## src/pkg/scd_pkg.sv

```systemverilog
// constants and types for the sample-clock delay and sync-reference capture block
package scd_pkg;
  typedef logic [14:0] scd_addr_t;
  typedef logic [7:0]  scd_byte_t;

  // register offsets
  localparam scd_addr_t A_DLY_EN  = 15'h0117;
  localparam scd_addr_t A_SKEW    = 15'h0118;
  localparam scd_addr_t A_CLK_STS = 15'h011c;
  localparam scd_addr_t A_CTL1    = 15'h0120;
  localparam scd_addr_t A_CTL2    = 15'h0121;

  // reset values
  localparam scd_byte_t RST_DLY_EN = 8'h00;
  localparam scd_byte_t RST_SKEW   = 8'h00;
  localparam scd_byte_t RST_CTL1   = 8'h00;
  localparam scd_byte_t RST_CTL2   = 8'h00;

  // field positions and masks
  localparam int        B_DLY_EN    = 0;
  localparam int        B_CLK_DET   = 0;
  localparam int        B_FLAG_RST  = 6;
  localparam int        B_TRANS_SEL = 4;
  localparam int        B_EDGE_SEL  = 3;
  localparam int        B_MODE_LO   = 1;
  localparam scd_byte_t CTL1_MASK   = 8'h5e;
  localparam scd_byte_t CTL2_MASK   = 8'h0f;

  // capture mode codes
  localparam logic [1:0] MODE_OFF   = 2'h0;
  localparam logic [1:0] MODE_CONT  = 2'h1;
  localparam logic [1:0] MODE_NSHOT = 2'h2;

  // skew end codes
  localparam scd_byte_t SKEW_MAX = 8'h57;
  localparam scd_byte_t SKEW_MIN = 8'ha8;

  // serial frame: r/w bit, 15 address bits, 8 data bits
  localparam logic [4:0] INSTR_BITS = 5'h10;
  localparam logic [4:0] LAST_BIT   = 5'h17;
  localparam logic [4:0] FRAME_BITS = 5'h18;

  typedef enum logic [2:0] {
    CAP_OFF   = 3'h1,
    CAP_ARMED = 3'h2,
    CAP_DONE  = 3'h4
  } scd_cap_e;
endpackage

```

## src/verilog/scd_clock_delay_ctrl.sv

```systemverilog
// clock fine-delay and sync-reference capture control with serial register port
`timescale 1ns/100ps
module scd_clock_delay_ctrl (
  input  wire logic          ref_clk,
  input  wire logic          rstn,
  input  wire logic          spi_sclk,
  input  wire logic          spi_csb_n,
  input  wire logic          sdio_in,
  output logic               sdio_out,
  output logic               sdio_oe,
  input  wire logic          clk_det_pin,
  input  wire logic          sysref_rise_smp,
  input  wire logic          sysref_fall_smp,
  output scd_pkg::scd_byte_t fine_skew,
  output logic               fine_dly_on,
  output logic               datapath_rst,
  output logic               sysref_capture,
  output logic               sysref_flag
);
  import scd_pkg::*;

  function automatic logic hit(input scd_addr_t a, input scd_addr_t o);
    hit = (a == o);
  endfunction

  logic       wr_en;
  scd_addr_t  addr;
  scd_byte_t  wr_data;
  scd_byte_t  rd_data;
  logic       dly_en;
  scd_byte_t  skew;
  scd_byte_t  ctl1;
  logic [3:0] ign;
  logic [3:0] skip;
  logic [2:0] s1;
  logic [2:0] s2;
  logic       smp_d;
  scd_cap_e   cap_st;
  scd_cap_e   next_cap_st;

  scd_serial_port u_port (
    .ref_clk   (ref_clk),
    .rstn      (rstn),
    .spi_sclk  (spi_sclk),
    .spi_csb_n (spi_csb_n),
    .sdio_in   (sdio_in),
    .sdio_out  (sdio_out),
    .sdio_oe   (sdio_oe),
    .wr_en     (wr_en),
    .addr      (addr),
    .wr_data   (wr_data),
    .rd_data   (rd_data)
  );

  wire wr_dly  = wr_en && hit(addr, A_DLY_EN);
  wire wr_skew = wr_en && hit(addr, A_SKEW);
  wire wr_ctl1 = wr_en && hit(addr, A_CTL1);
  wire wr_ctl2 = wr_en && hit(addr, A_CTL2);
  wire rearm   = wr_ctl1 || wr_ctl2;

  wire clk_det   = s2[2];
  wire flag_rst  = ctl1[B_FLAG_RST];
  wire trans_sel = ctl1[B_TRANS_SEL];
  wire edge_sel  = ctl1[B_EDGE_SEL];
  wire [1:0] mode = ctl1[B_MODE_LO +: 2];

  // register reads; unmapped and reserved bits read zero
  assign rd_data = hit(addr, A_DLY_EN)  ? {7'h00, dly_en} :
                   hit(addr, A_SKEW)    ? skew :
                   hit(addr, A_CLK_STS) ? {7'h00, clk_det} :
                   hit(addr, A_CTL1)    ? ctl1 :
                   hit(addr, A_CTL2)    ? {4'h0, ign} : 8'h00;

  // fine delay: clamp to the end codes, zero skew while disabled
  wire skew_hi = $signed(skew) >= $signed(SKEW_MAX);
  wire skew_lo = $signed(skew) <= $signed(SKEW_MIN);
  wire [7:0] clamp = skew_hi ? SKEW_MAX : skew_lo ? SKEW_MIN : skew;
  wire [7:0] next_fine_skew = dly_en ? clamp : 8'h00;
  wire next_dp_rst = wr_dly && wr_data[B_DLY_EN] && !dly_en;

  // sampled edge chosen first, then transition polarity on the chosen stream
  wire smp     = edge_sel ? s2[0] : s2[1];
  wire rise_ev = smp & ~smp_d;
  wire fall_ev = ~smp & smp_d;
  wire evt     = trans_sel ? fall_ev : rise_ev;
  wire shot_ok = (cap_st == CAP_ARMED) && (skip == ign);
  wire next_cap = evt && ((mode == MODE_CONT) ||
                          (mode == MODE_NSHOT && shot_ok));

  always_ff @(posedge ref_clk) begin
    if (!rstn) begin
      dly_en <= RST_DLY_EN[B_DLY_EN];
      skew <= RST_SKEW;
      ctl1 <= RST_CTL1;
      ign <= RST_CTL2[3:0];
    end else begin
      if (wr_dly) dly_en <= wr_data[B_DLY_EN];
      if (wr_skew) skew <= wr_data;
      if (wr_ctl1) ctl1 <= wr_data & CTL1_MASK;
      if (wr_ctl2) ign <= wr_data[3:0] & CTL2_MASK[3:0];
    end
  end

  always_ff @(posedge ref_clk) begin
    if (!rstn) begin
      fine_skew <= 8'h00;
      fine_dly_on <= 1'b0;
      datapath_rst <= 1'b0;
    end else begin
      fine_skew <= next_fine_skew;
      fine_dly_on <= dly_en;
      datapath_rst <= next_dp_rst;
    end
  end

  // samples and clock detect come from pin capture: two flops first
  always_ff @(posedge ref_clk) begin
    if (!rstn) begin
      s1 <= 3'h0;
      s2 <= 3'h0;
      smp_d <= 1'b0;
    end else begin
      s1 <= {clk_det_pin, sysref_rise_smp, sysref_fall_smp};
      s2 <= s1;
      smp_d <= smp;
    end
  end

  // any ctl1 or ctl2 write drops to off so a new N-shot starts with a fresh skip count
  always_comb begin
    next_cap_st = cap_st;
    case (cap_st)
      CAP_OFF:   if (mode == MODE_NSHOT) next_cap_st = CAP_ARMED;
      CAP_ARMED: begin
        if (mode != MODE_NSHOT) next_cap_st = CAP_OFF;
        else if (evt && skip == ign) next_cap_st = CAP_DONE;
      end
      CAP_DONE:  if (mode != MODE_NSHOT) next_cap_st = CAP_OFF;
      default:   next_cap_st = CAP_OFF;
    endcase
    if (rearm) next_cap_st = CAP_OFF;
  end

  always_ff @(posedge ref_clk) begin
    if (!rstn) begin
      cap_st <= CAP_OFF;
      skip <= 4'h0;
      sysref_capture <= 1'b0;
      sysref_flag <= 1'b0;
    end else begin
      cap_st <= next_cap_st;
      if (cap_st != CAP_ARMED) skip <= 4'h0;
      else if (evt && skip != ign) skip <= skip + 4'h1;
      sysref_capture <= next_cap;
      // the held reset wins over event sets
      sysref_flag <= flag_rst ? 1'b0 : (sysref_flag | next_cap);
    end
  end
endmodule

```

## src/verilog/scd_serial_port.sv

```systemverilog
// serial register port slave, oversampled on the device clock
`timescale 1ns/100ps
module scd_serial_port (
  input  wire logic             ref_clk,
  input  wire logic             rstn,
  input  wire logic             spi_sclk,
  input  wire logic             spi_csb_n,
  input  wire logic             sdio_in,
  output logic                  sdio_out,
  output logic                  sdio_oe,
  output logic                  wr_en,
  output scd_pkg::scd_addr_t    addr,
  output scd_pkg::scd_byte_t    wr_data,
  input  wire scd_pkg::scd_byte_t rd_data
);
  import scd_pkg::*;

  logic [2:0] s1;
  logic [2:0] s2;
  logic       sclk_d;
  logic [4:0] cnt;
  logic [15:0] instr;
  logic [6:0] din_sh;
  logic [7:0] dout;

  // pins come from another domain: two flops before any use
  wire sck  = s2[2];
  wire csn  = s2[1];
  wire din  = s2[0];
  wire rise = sck & ~sclk_d & ~csn;
  wire fall = ~sck & sclk_d & ~csn;
  wire in_instr = cnt < INSTR_BITS;
  wire next_wr  = rise && (cnt == LAST_BIT) && !instr[15];

  assign addr     = instr[14:0];
  assign sdio_out = dout[7];

  always_ff @(posedge ref_clk) begin
    if (!rstn) begin
      // idle pin levels (sclk low, csb high) so no false edge or select follows reset
      s1 <= 3'h2;
      s2 <= 3'h2;
      sclk_d <= 1'b0;
    end else begin
      s1 <= {spi_sclk, spi_csb_n, sdio_in};
      s2 <= s1;
      sclk_d <= s2[2];
    end
  end

  always_ff @(posedge ref_clk) begin
    if (!rstn || csn) begin
      cnt <= 5'h00;
    end else if (rise && cnt != FRAME_BITS) begin
      cnt <= cnt + 5'h01;
    end
  end

  always_ff @(posedge ref_clk) begin
    if (!rstn) begin
      instr <= 16'h0000;
      din_sh <= 7'h00;
    end else if (rise && in_instr) begin
      instr <= {instr[14:0], din};
    end else if (rise) begin
      din_sh <= {din_sh[5:0], din};
    end
  end

  always_ff @(posedge ref_clk) begin
    if (!rstn) begin
      wr_en <= 1'b0;
      wr_data <= 8'h00;
    end else begin
      wr_en <= next_wr;
      if (next_wr) begin
        wr_data <= {din_sh, din};
      end
    end
  end

  // read data leaves on falling sclk so the master samples it on the rise
  always_ff @(posedge ref_clk) begin
    if (!rstn || csn) begin
      dout <= 8'h00;
      sdio_oe <= 1'b0;
    end else if (fall && cnt == INSTR_BITS && instr[15]) begin
      dout <= rd_data;
      sdio_oe <= 1'b1;
    end else if (fall && cnt > INSTR_BITS) begin
      dout <= {dout[6:0], 1'b0};
    end
  end
endmodule
```

## config.mk

```make
export PLATFORM = sky130hd
export DESIGN_NAME = scd_clock_delay_ctrl
export DESIGN_NICKNAME = d
export VERILOG_FILES = /design/src/pkg/scd_pkg.sv /design/src/verilog/scd_clock_delay_ctrl.sv /design/src/verilog/scd_serial_port.sv
export SDC_FILE = /design/constraint.sdc
export NUM_CORES = 1
export LEC_CHECK = 0
export BUFFER_PORTS_ARGS = -buffer_cell sky130_fd_sc_hd__buf_4
export CAP_MARGIN = 20
export CORE_ASPECT_RATIO = 0.6
export CORE_MARGIN = 5
export CORE_UTILIZATION = 40
export CTS_BUF_LIST = sky130_fd_sc_hd__clkbuf_8 sky130_fd_sc_hd__clkbuf_16
export CTS_CLUSTER_SIZE = 30
export DETAILED_ROUTE_END_ITERATION = 10
export PLACE_DENSITY = 0.65
export SLEW_MARGIN = 30
export SYNTH_ARGS = -nofsm -noshare
export SYNTH_HDL_FRONTEND = slang
export SYNTH_SLANG_ARGS = --single-unit
```

## constraint.sdc

```tcl
create_clock -name ref_clk -period 2.7 [get_ports ref_clk]
set_clock_uncertainty 0.1 [all_clocks]
set_input_delay 0.135 -clock ref_clk [delete_from_list [all_inputs] [get_ports ref_clk]]
set_output_delay 0.135 -clock ref_clk [all_outputs]
set_load 0.01 [all_outputs]
```

==> out/results.ini, run 1 <==
[sta]
period_minus_slack_ns = 2.32
relSlewSlack_pct = 59.4
tightest_slew_ns = 0.604
fmax_ghz = 0.431
finalSetupViolCount = 0
hold_violations = 0
setup_tns_ns = 0
finalMaxSlewViolations = 0
min_period_over_period_pct = 85.9
rsz0062_at_grt = false

[hold_path]
holdPathStages = 2
hold_class = in -> reg
min_to = u_port.s2[1]
min_from = rstn

[final_layout]
finalInstanceArea_um2 = 4620
layout-drive-gt1-share_pct = 12.0
fin_nets = 466
regArea_um2 = 1940
nFillCells = 888
diodes = 0
multi_input_area_um2 = 1820
instances_no_fill = 590
final_common_cell = dfxtp_1
final_cell_mix = dfxtp_1, nand2_1, nor2_1
area_growth_pct = 19.1

[job]
drv.max_cap_violation_count = 0

[floorplan]
die_area_um2 = 11800
row_count = 27
die_w_um = 137
core_area_um2 = 9320
die_y_um = 86.3
start_util_pct = 41.6
ios = 22

[clock_tree]
clk_path_buf_depth = 2
numCtsBuffers = 9
clkTransAtPathRegs_ns = 0.06
cts_sinks = 97
cts_resized = 0
clk_latency_ns = 0.34
cts_tree = built
root_buffer = clkbuf_16
htree_levels = 3
postCtsSetupBuffers = 0

[global_routing]
grt_pass1_vias = 2828
grt_first_pass_wirelength_um = 14700
grt_usage_pct = 15.9
antenna_found_initial = 0
grt_max_degree = 51
grt-ovfl-total = 0

[routing]
route.detailed.drc = 0
viasPerCell = 5.19
wirelength_um = 8720
ant_nets = 0
num_vias = 3060
drt_first_pass_iters = 4
first_iter_violations = 263
wl_per_cell_um = 14.8

[synthesis]
dominantRegCellSynth = dfxtp_1
synth_area_per_cell_um2 = 9.04
ys_seq_elements = 97
yosysUniqueCellTypes = 46
synth_xor_area_share_pct = 2.71
synth_top_family_by_area = simple AND/OR/NAND/NOR gates
async_flop_share_pct = 0
synth_nets = 440
synth_fa_ha_area_share_pct = 0.968
yosys.area_share.simple_pct = 23.7
synthCells = 429
synth-compound-area-share_pct = 11.9
synth.cell_area_um2 = 3880
synth.yosys.seq_area_share_pct = 50.1
ys_warn_count = 0
synth.mux.area_fraction_pct = 7.52
synth-edff-count = 0

[critical_path]
reg2reg_setup_slack_ns = 0.38
cpLargestDelayFamily = simple AND/OR/NAND/NOR gates
cp_max_fo = 7
slowest_stage = or4_1
criticalPathCategory = reg -> reg
path_cells = or4_1, nor4_2, nand4b_1, mux2i_1, nor2_1
ff2ff_path_depth = 5
critPathCaptureType = register
crit_buf_inv = 0
critPathMaxStageDelay_ns = 0.70
cp.arrival_ns = 2.43
cp.required_ns = 2.81
r2r-end = ign[0]
r2r-start = u_port.instr[11]
start_kind = register

[run_status]
outcome = finished clean

[pwr]
leakagePower_nw = 1.76
total_power_w = 0.00306
powerDensity_nw_per_um2 = 663
ir_worst_vdd_v = 0.000408

[placement]
port_buffers = 21
dpl-instance-area_um2 = 4170
place.gp.congestion = 0.901
dp.cells = 567
place_hpwl_um = 6240

-- worst max-delay path by stage --
stage / slack (ns) / start / cells after the start / to
floorplan: 0.54 / u_port.instr[0] / 7 / skew[0]
global placement: 0.49 / u_port.instr[11] / 5 / ctl1[3]
detailed placement: 0.43 / u_port.instr[11] / 5 / ign[0]
CTS: 0.40 / u_port.instr[11] / 5 / ign[0]
global route: 0.26 / u_port.instr[11] / 5 / ign[0]
finish: 0.38 / u_port.instr[11] / 5 / ign[0]
-- per-layer routing --
metal,global-route usage (%),routed length (um),vias to the layer above
li1,-,-,1533
met1,24.4,4610,1444
met2,20.9,3520,75
met3,4.99,519,8
met4,4.80,82,0
met5,0,0,-
-- report_power, final --
part	switching [W]	internal [W]
registers	0.00000426	0.00144
clock network	0.000524	0.00105
logic	0.0000258	0.0000211
-- Yosys cell counts (5+ instances only) --
master,n,share of area (%)
nand2_1,58,5.6
nor3b_1,5,0.97
nand3_1,9,1.2
o21ai_0,11,1.4
nand2b_1,8,1.3
and2_1,15,2.4
xor2_1,8,1.8
inv_1,7,0.68
a211oi_1,5,0.97
dfxtp_1,97,50
mux2i_1,28,7.2
nor2_1,53,5.1
a22oi_1,5,0.97
clkbuf_1,18,1.7
a21oi_1,40,5.2
-- metrics by stage --
step	hold WS [ns]	setup WS, ns	util (%)
floorplan	0.136	0.535	-
global placement	0.230	0.486	44.7
detailed placement	0.226	0.427	44.7
CTS	0.00424	0.403	49.5
global route	0.0125	0.260	49.5
finish	0.0185	0.380	49.5
-- flip-flops by register name (all words and copies together), names as in the netlist, 4 cells and up --
signal,count
u_port.din_sh,7
skip,4
u_port.dout,8
skew,8
u_port.instr,16
ign,4
u_port.cnt,5
fine_skew,8
u_port.wr_data,8
ctl1,5
-- logic make-up (layout without fill, tap and decap cells) --
family                     Yosys count  after routing
muxes                               29             29
buffers and inverters               29             60
xor gates and xnor gates            12             12
adders and majority gates            3              3
and+or+nand+nor                    182            182
AOI/OAI and AO/OA                   77             77
DFF                                 97             97
-- area by class of cell --
class | count | share of cell area (%)
clock buffer | 11 | 5.47
clock inverter | 5 | 2.71
inverter | 8 | 0.650
multi-input combinational | 303 | 39.3
sequential | 97 | 42.1
tap | 130 | 3.52
timing repair buffer | 36 | 6.23
-- what timing repair did --
| action | in CTS | in global routing |
|---|---|---|
| hold endpoints to repair | 6 | 0 |
| hold buffers | 7 | 0 |
| setup endpoints to repair | 0 | 0 |
Note: power is estimated with default switching activity, not from simulation.
==> inputs of run 2 (changes only) <==
- CORE_UTILIZATION: 40 -> 25
- PLACE_DENSITY: 0.65 -> 0.38
==> run 2 against run 1 <==
Net effect:
- first-iteration DRC count is 43% lower
- clock power hardly changed
- global-route usage down 5.0 points
- non-clock buffer count decreased by 2
- clock-buffer cell count down 2
- die area rose by 54%
- critical path depth did not move
- core utilization down 19 points
- fmax decreased by 1.8%
- worst hold slack got worse by 0.0042 ns
- combinational power up 1%
- critical endpoint is now ctl1[3]
- highest routed layer unchanged
==> out/results.ini, run 2 (same netlist as run 1, synthesis figures left out) <==
[pwr]
total_power_w = 0.00308  ; +0.44%
clkPwrFrac_pct = 51.5  ; +0.2 points
p_switching_w = 0.000608  ; +9.6%
pwr-share-comb_pct = 1.5  ; about the same
cell_internal_pwr_w = 0.00247  ; -1.6%
sw_frac_of_total_pct = 19.8  ; +1.7 points
ir_worst_vdd_v = 0.000304  ; -26%
leakagePower_nw = 1.74  ; -0.74%
powerDensity_nw_per_um2 = 657  ; -1.0%
p_seq_share_pct = 46.9  ; -0.2 points

[placement]
place_hpwl_um = 6830  ; +9.4%
place.gp.congestion = 0.728  ; -19%
dp.cells = 639  ; +13%
dp_slack_ns = 0.348  ; -0.0790 ns
port_buffers = 21  ; unchanged

[routing]
drt_first_pass_iters = 4  ; unchanged
wl_per_cell_um = 14.4  ; -2.3%
ant_nets = 0  ; unchanged
first_iter_violations = 149  ; -43%
wirelength_um = 9540  ; +9.4%
viasPerCell = 4.53  ; -13%
route.detailed.drc = 0  ; unchanged
num_vias = 2995  ; -2.1%

[critical_path]
cp.required_ns = 2.81  ; about the same
cpLargestDelayFamily = simple AND/OR/NAND/NOR gates
critPathCaptureType = register
critPathMaxStageDelay_ns = 0.71  ; about the same
slowest_stage = or4_1
criticalPathCategory = reg -> reg
path_cells = or4_1, nor4_2, nand3_1, mux2i_1, nor2_1
cp_max_fo = 7  ; unchanged
cp.arrival_ns = 2.48  ; +0.05 ns
start_kind = register
crit_buf_inv = 0  ; unchanged

[sta]
rsz0062_at_grt = false
period_minus_slack_ns = 2.36  ; +0.0420 ns
tightest_slew_ns = 0.651  ; +0.0465 ns
relSlewSlack_pct = 56.2  ; -3.2 points
min_period_over_period_pct = 87.5  ; +1.6 points
setup_ws_ns = 0.338  ; -0.0420 ns
setup_tns_ns = 0  ; unchanged
finalSetupViolCount = 0  ; unchanged
hold_violations = 0  ; unchanged
holdWs_ns = 0.0143  ; -0.00419 ns
fmax_ghz = 0.423  ; -1.8%
finalMaxSlewViolations = 0  ; unchanged

[global_routing]
antenna_found_initial = 0  ; unchanged
grt_max_degree = 51  ; unchanged
grt-ovfl-total = 0  ; unchanged
grt_first_pass_wirelength_um = 15400  ; +5.3%
grt_pass1_vias = 2894  ; +2.3%
grt_usage_pct = 10.9  ; -5.0 points

[clock_tree]
clk_latency_ns = 0.34  ; about the same
root_buffer = clkbuf_16
clkTransAtPathRegs_ns = 0.07  ; about the same
htree_levels = 3  ; unchanged
numCtsBuffers = 9  ; unchanged
cts_tree = built
clk_path_buf_depth = 2  ; unchanged
cts_sinks = 97  ; unchanged
cts_resized = 0  ; unchanged

[final_layout]
layout-drive-gt1-share_pct = 11.8  ; -0.17 points
instances_no_fill = 661  ; +12%
regMostFlops = u_port.instr
final_cell_mix = dfxtp_1, nand2_1, nor2_1
fin_nets = 464  ; -0.43%
area_growth_pct = 20.8
diodes = 0  ; unchanged
final_common_cell = dfxtp_1
largest_reg_flops = 16  ; unchanged

[floorplan]
core_area_um2 = 15300  ; +64%
die_area_um2 = 18200  ; +54%
row_count = 35  ; +30%
die_w_um = 171  ; +25%
die_y_um = 106  ; +23%
ios = 22  ; unchanged
start_util_pct = 25.4  ; -16 points

[run_status]
outcome = finished clean

[hold_path]
hold_class = in -> reg

[job]
drv.max_cap_violation_count = 0  ; unchanged

[run 2: timing repair]
| action | 4_1_cts | 5_1_grt |
|---|---|---|
| hold buffers | 6 | 0 |
| hold endpoints to repair | 6 | 0 |
| buffers inserted | 0 | 0 |
[run 2: final timing paths]
path / startpoint / to / slack, ns / cells after the start
setup / recovery: u_port.instr[11] / ctl1[3] / 0.34 / 5
hold / removal: rstn / u_port.s1[1] / 0.01 / 2
setup reg to reg: u_port.instr[11] / ctl1[3] / 0.34 / 5
hold reg to reg: u_port.s1[1] / u_port.s2[1] / 0.32 / 1
[run 2: worst reg2reg max path: stages (launching register included)]
cell,delay [ns]
dfxtp_1,0.33
or4_1,0.71
nor4_2,0.42
nand3_1,0.37
mux2i_1,0.26
nor2_1,0.06
[run 2: power by group through the flow]
| stage | Sequential [W] | Combinational [W] | Clock (W) |
|---|---|---|---|
| after floorplan | 0.00147 | 0.0000248 | 0 |
| after global placement | 0.00148 | 0.0000413 | 0 |
| after detailed placement | 0.00148 | 0.0000417 | 0 |
| after CTS | 0.00144 | 0.0000486 | 0.00164 |
| after global routing | 0.00144 | 0.0000529 | 0.00169 |
| final | 0.00144 | 0.0000475 | 0.00159 |
[run 2: layout make-up]
type | instances | area (um^2)
clock buffer | 9 | 225
clock inverter | 7 | 146
fill | 1588 | 10600
inverter | 8 | 30.0
multi-input combinational | 303 | 1820
sequential | 97 | 1940
tap | 203 | 254
timing repair buffer | 34 | 270
[run 2: metrics by stage]
stage	utilization, %	instance area (um^2)
after floorplan	-	3880
after global placement	27.8	4250
after detailed placement	27.8	4250
after CTS	30.7	4680
after global routing	30.7	4680
final	30.7	4680
[run 2: metal layers]
metal	wire length (um)	GRT usage (%)	share of wire, %	vias up
met5	0	0	0	-
met3	375	3.05	3.9	12
met4	107	2.91	1.1	0
met2	3740	15.0	39	35
li1	-	-	-	1534
met1	5320	16.5	56	1414
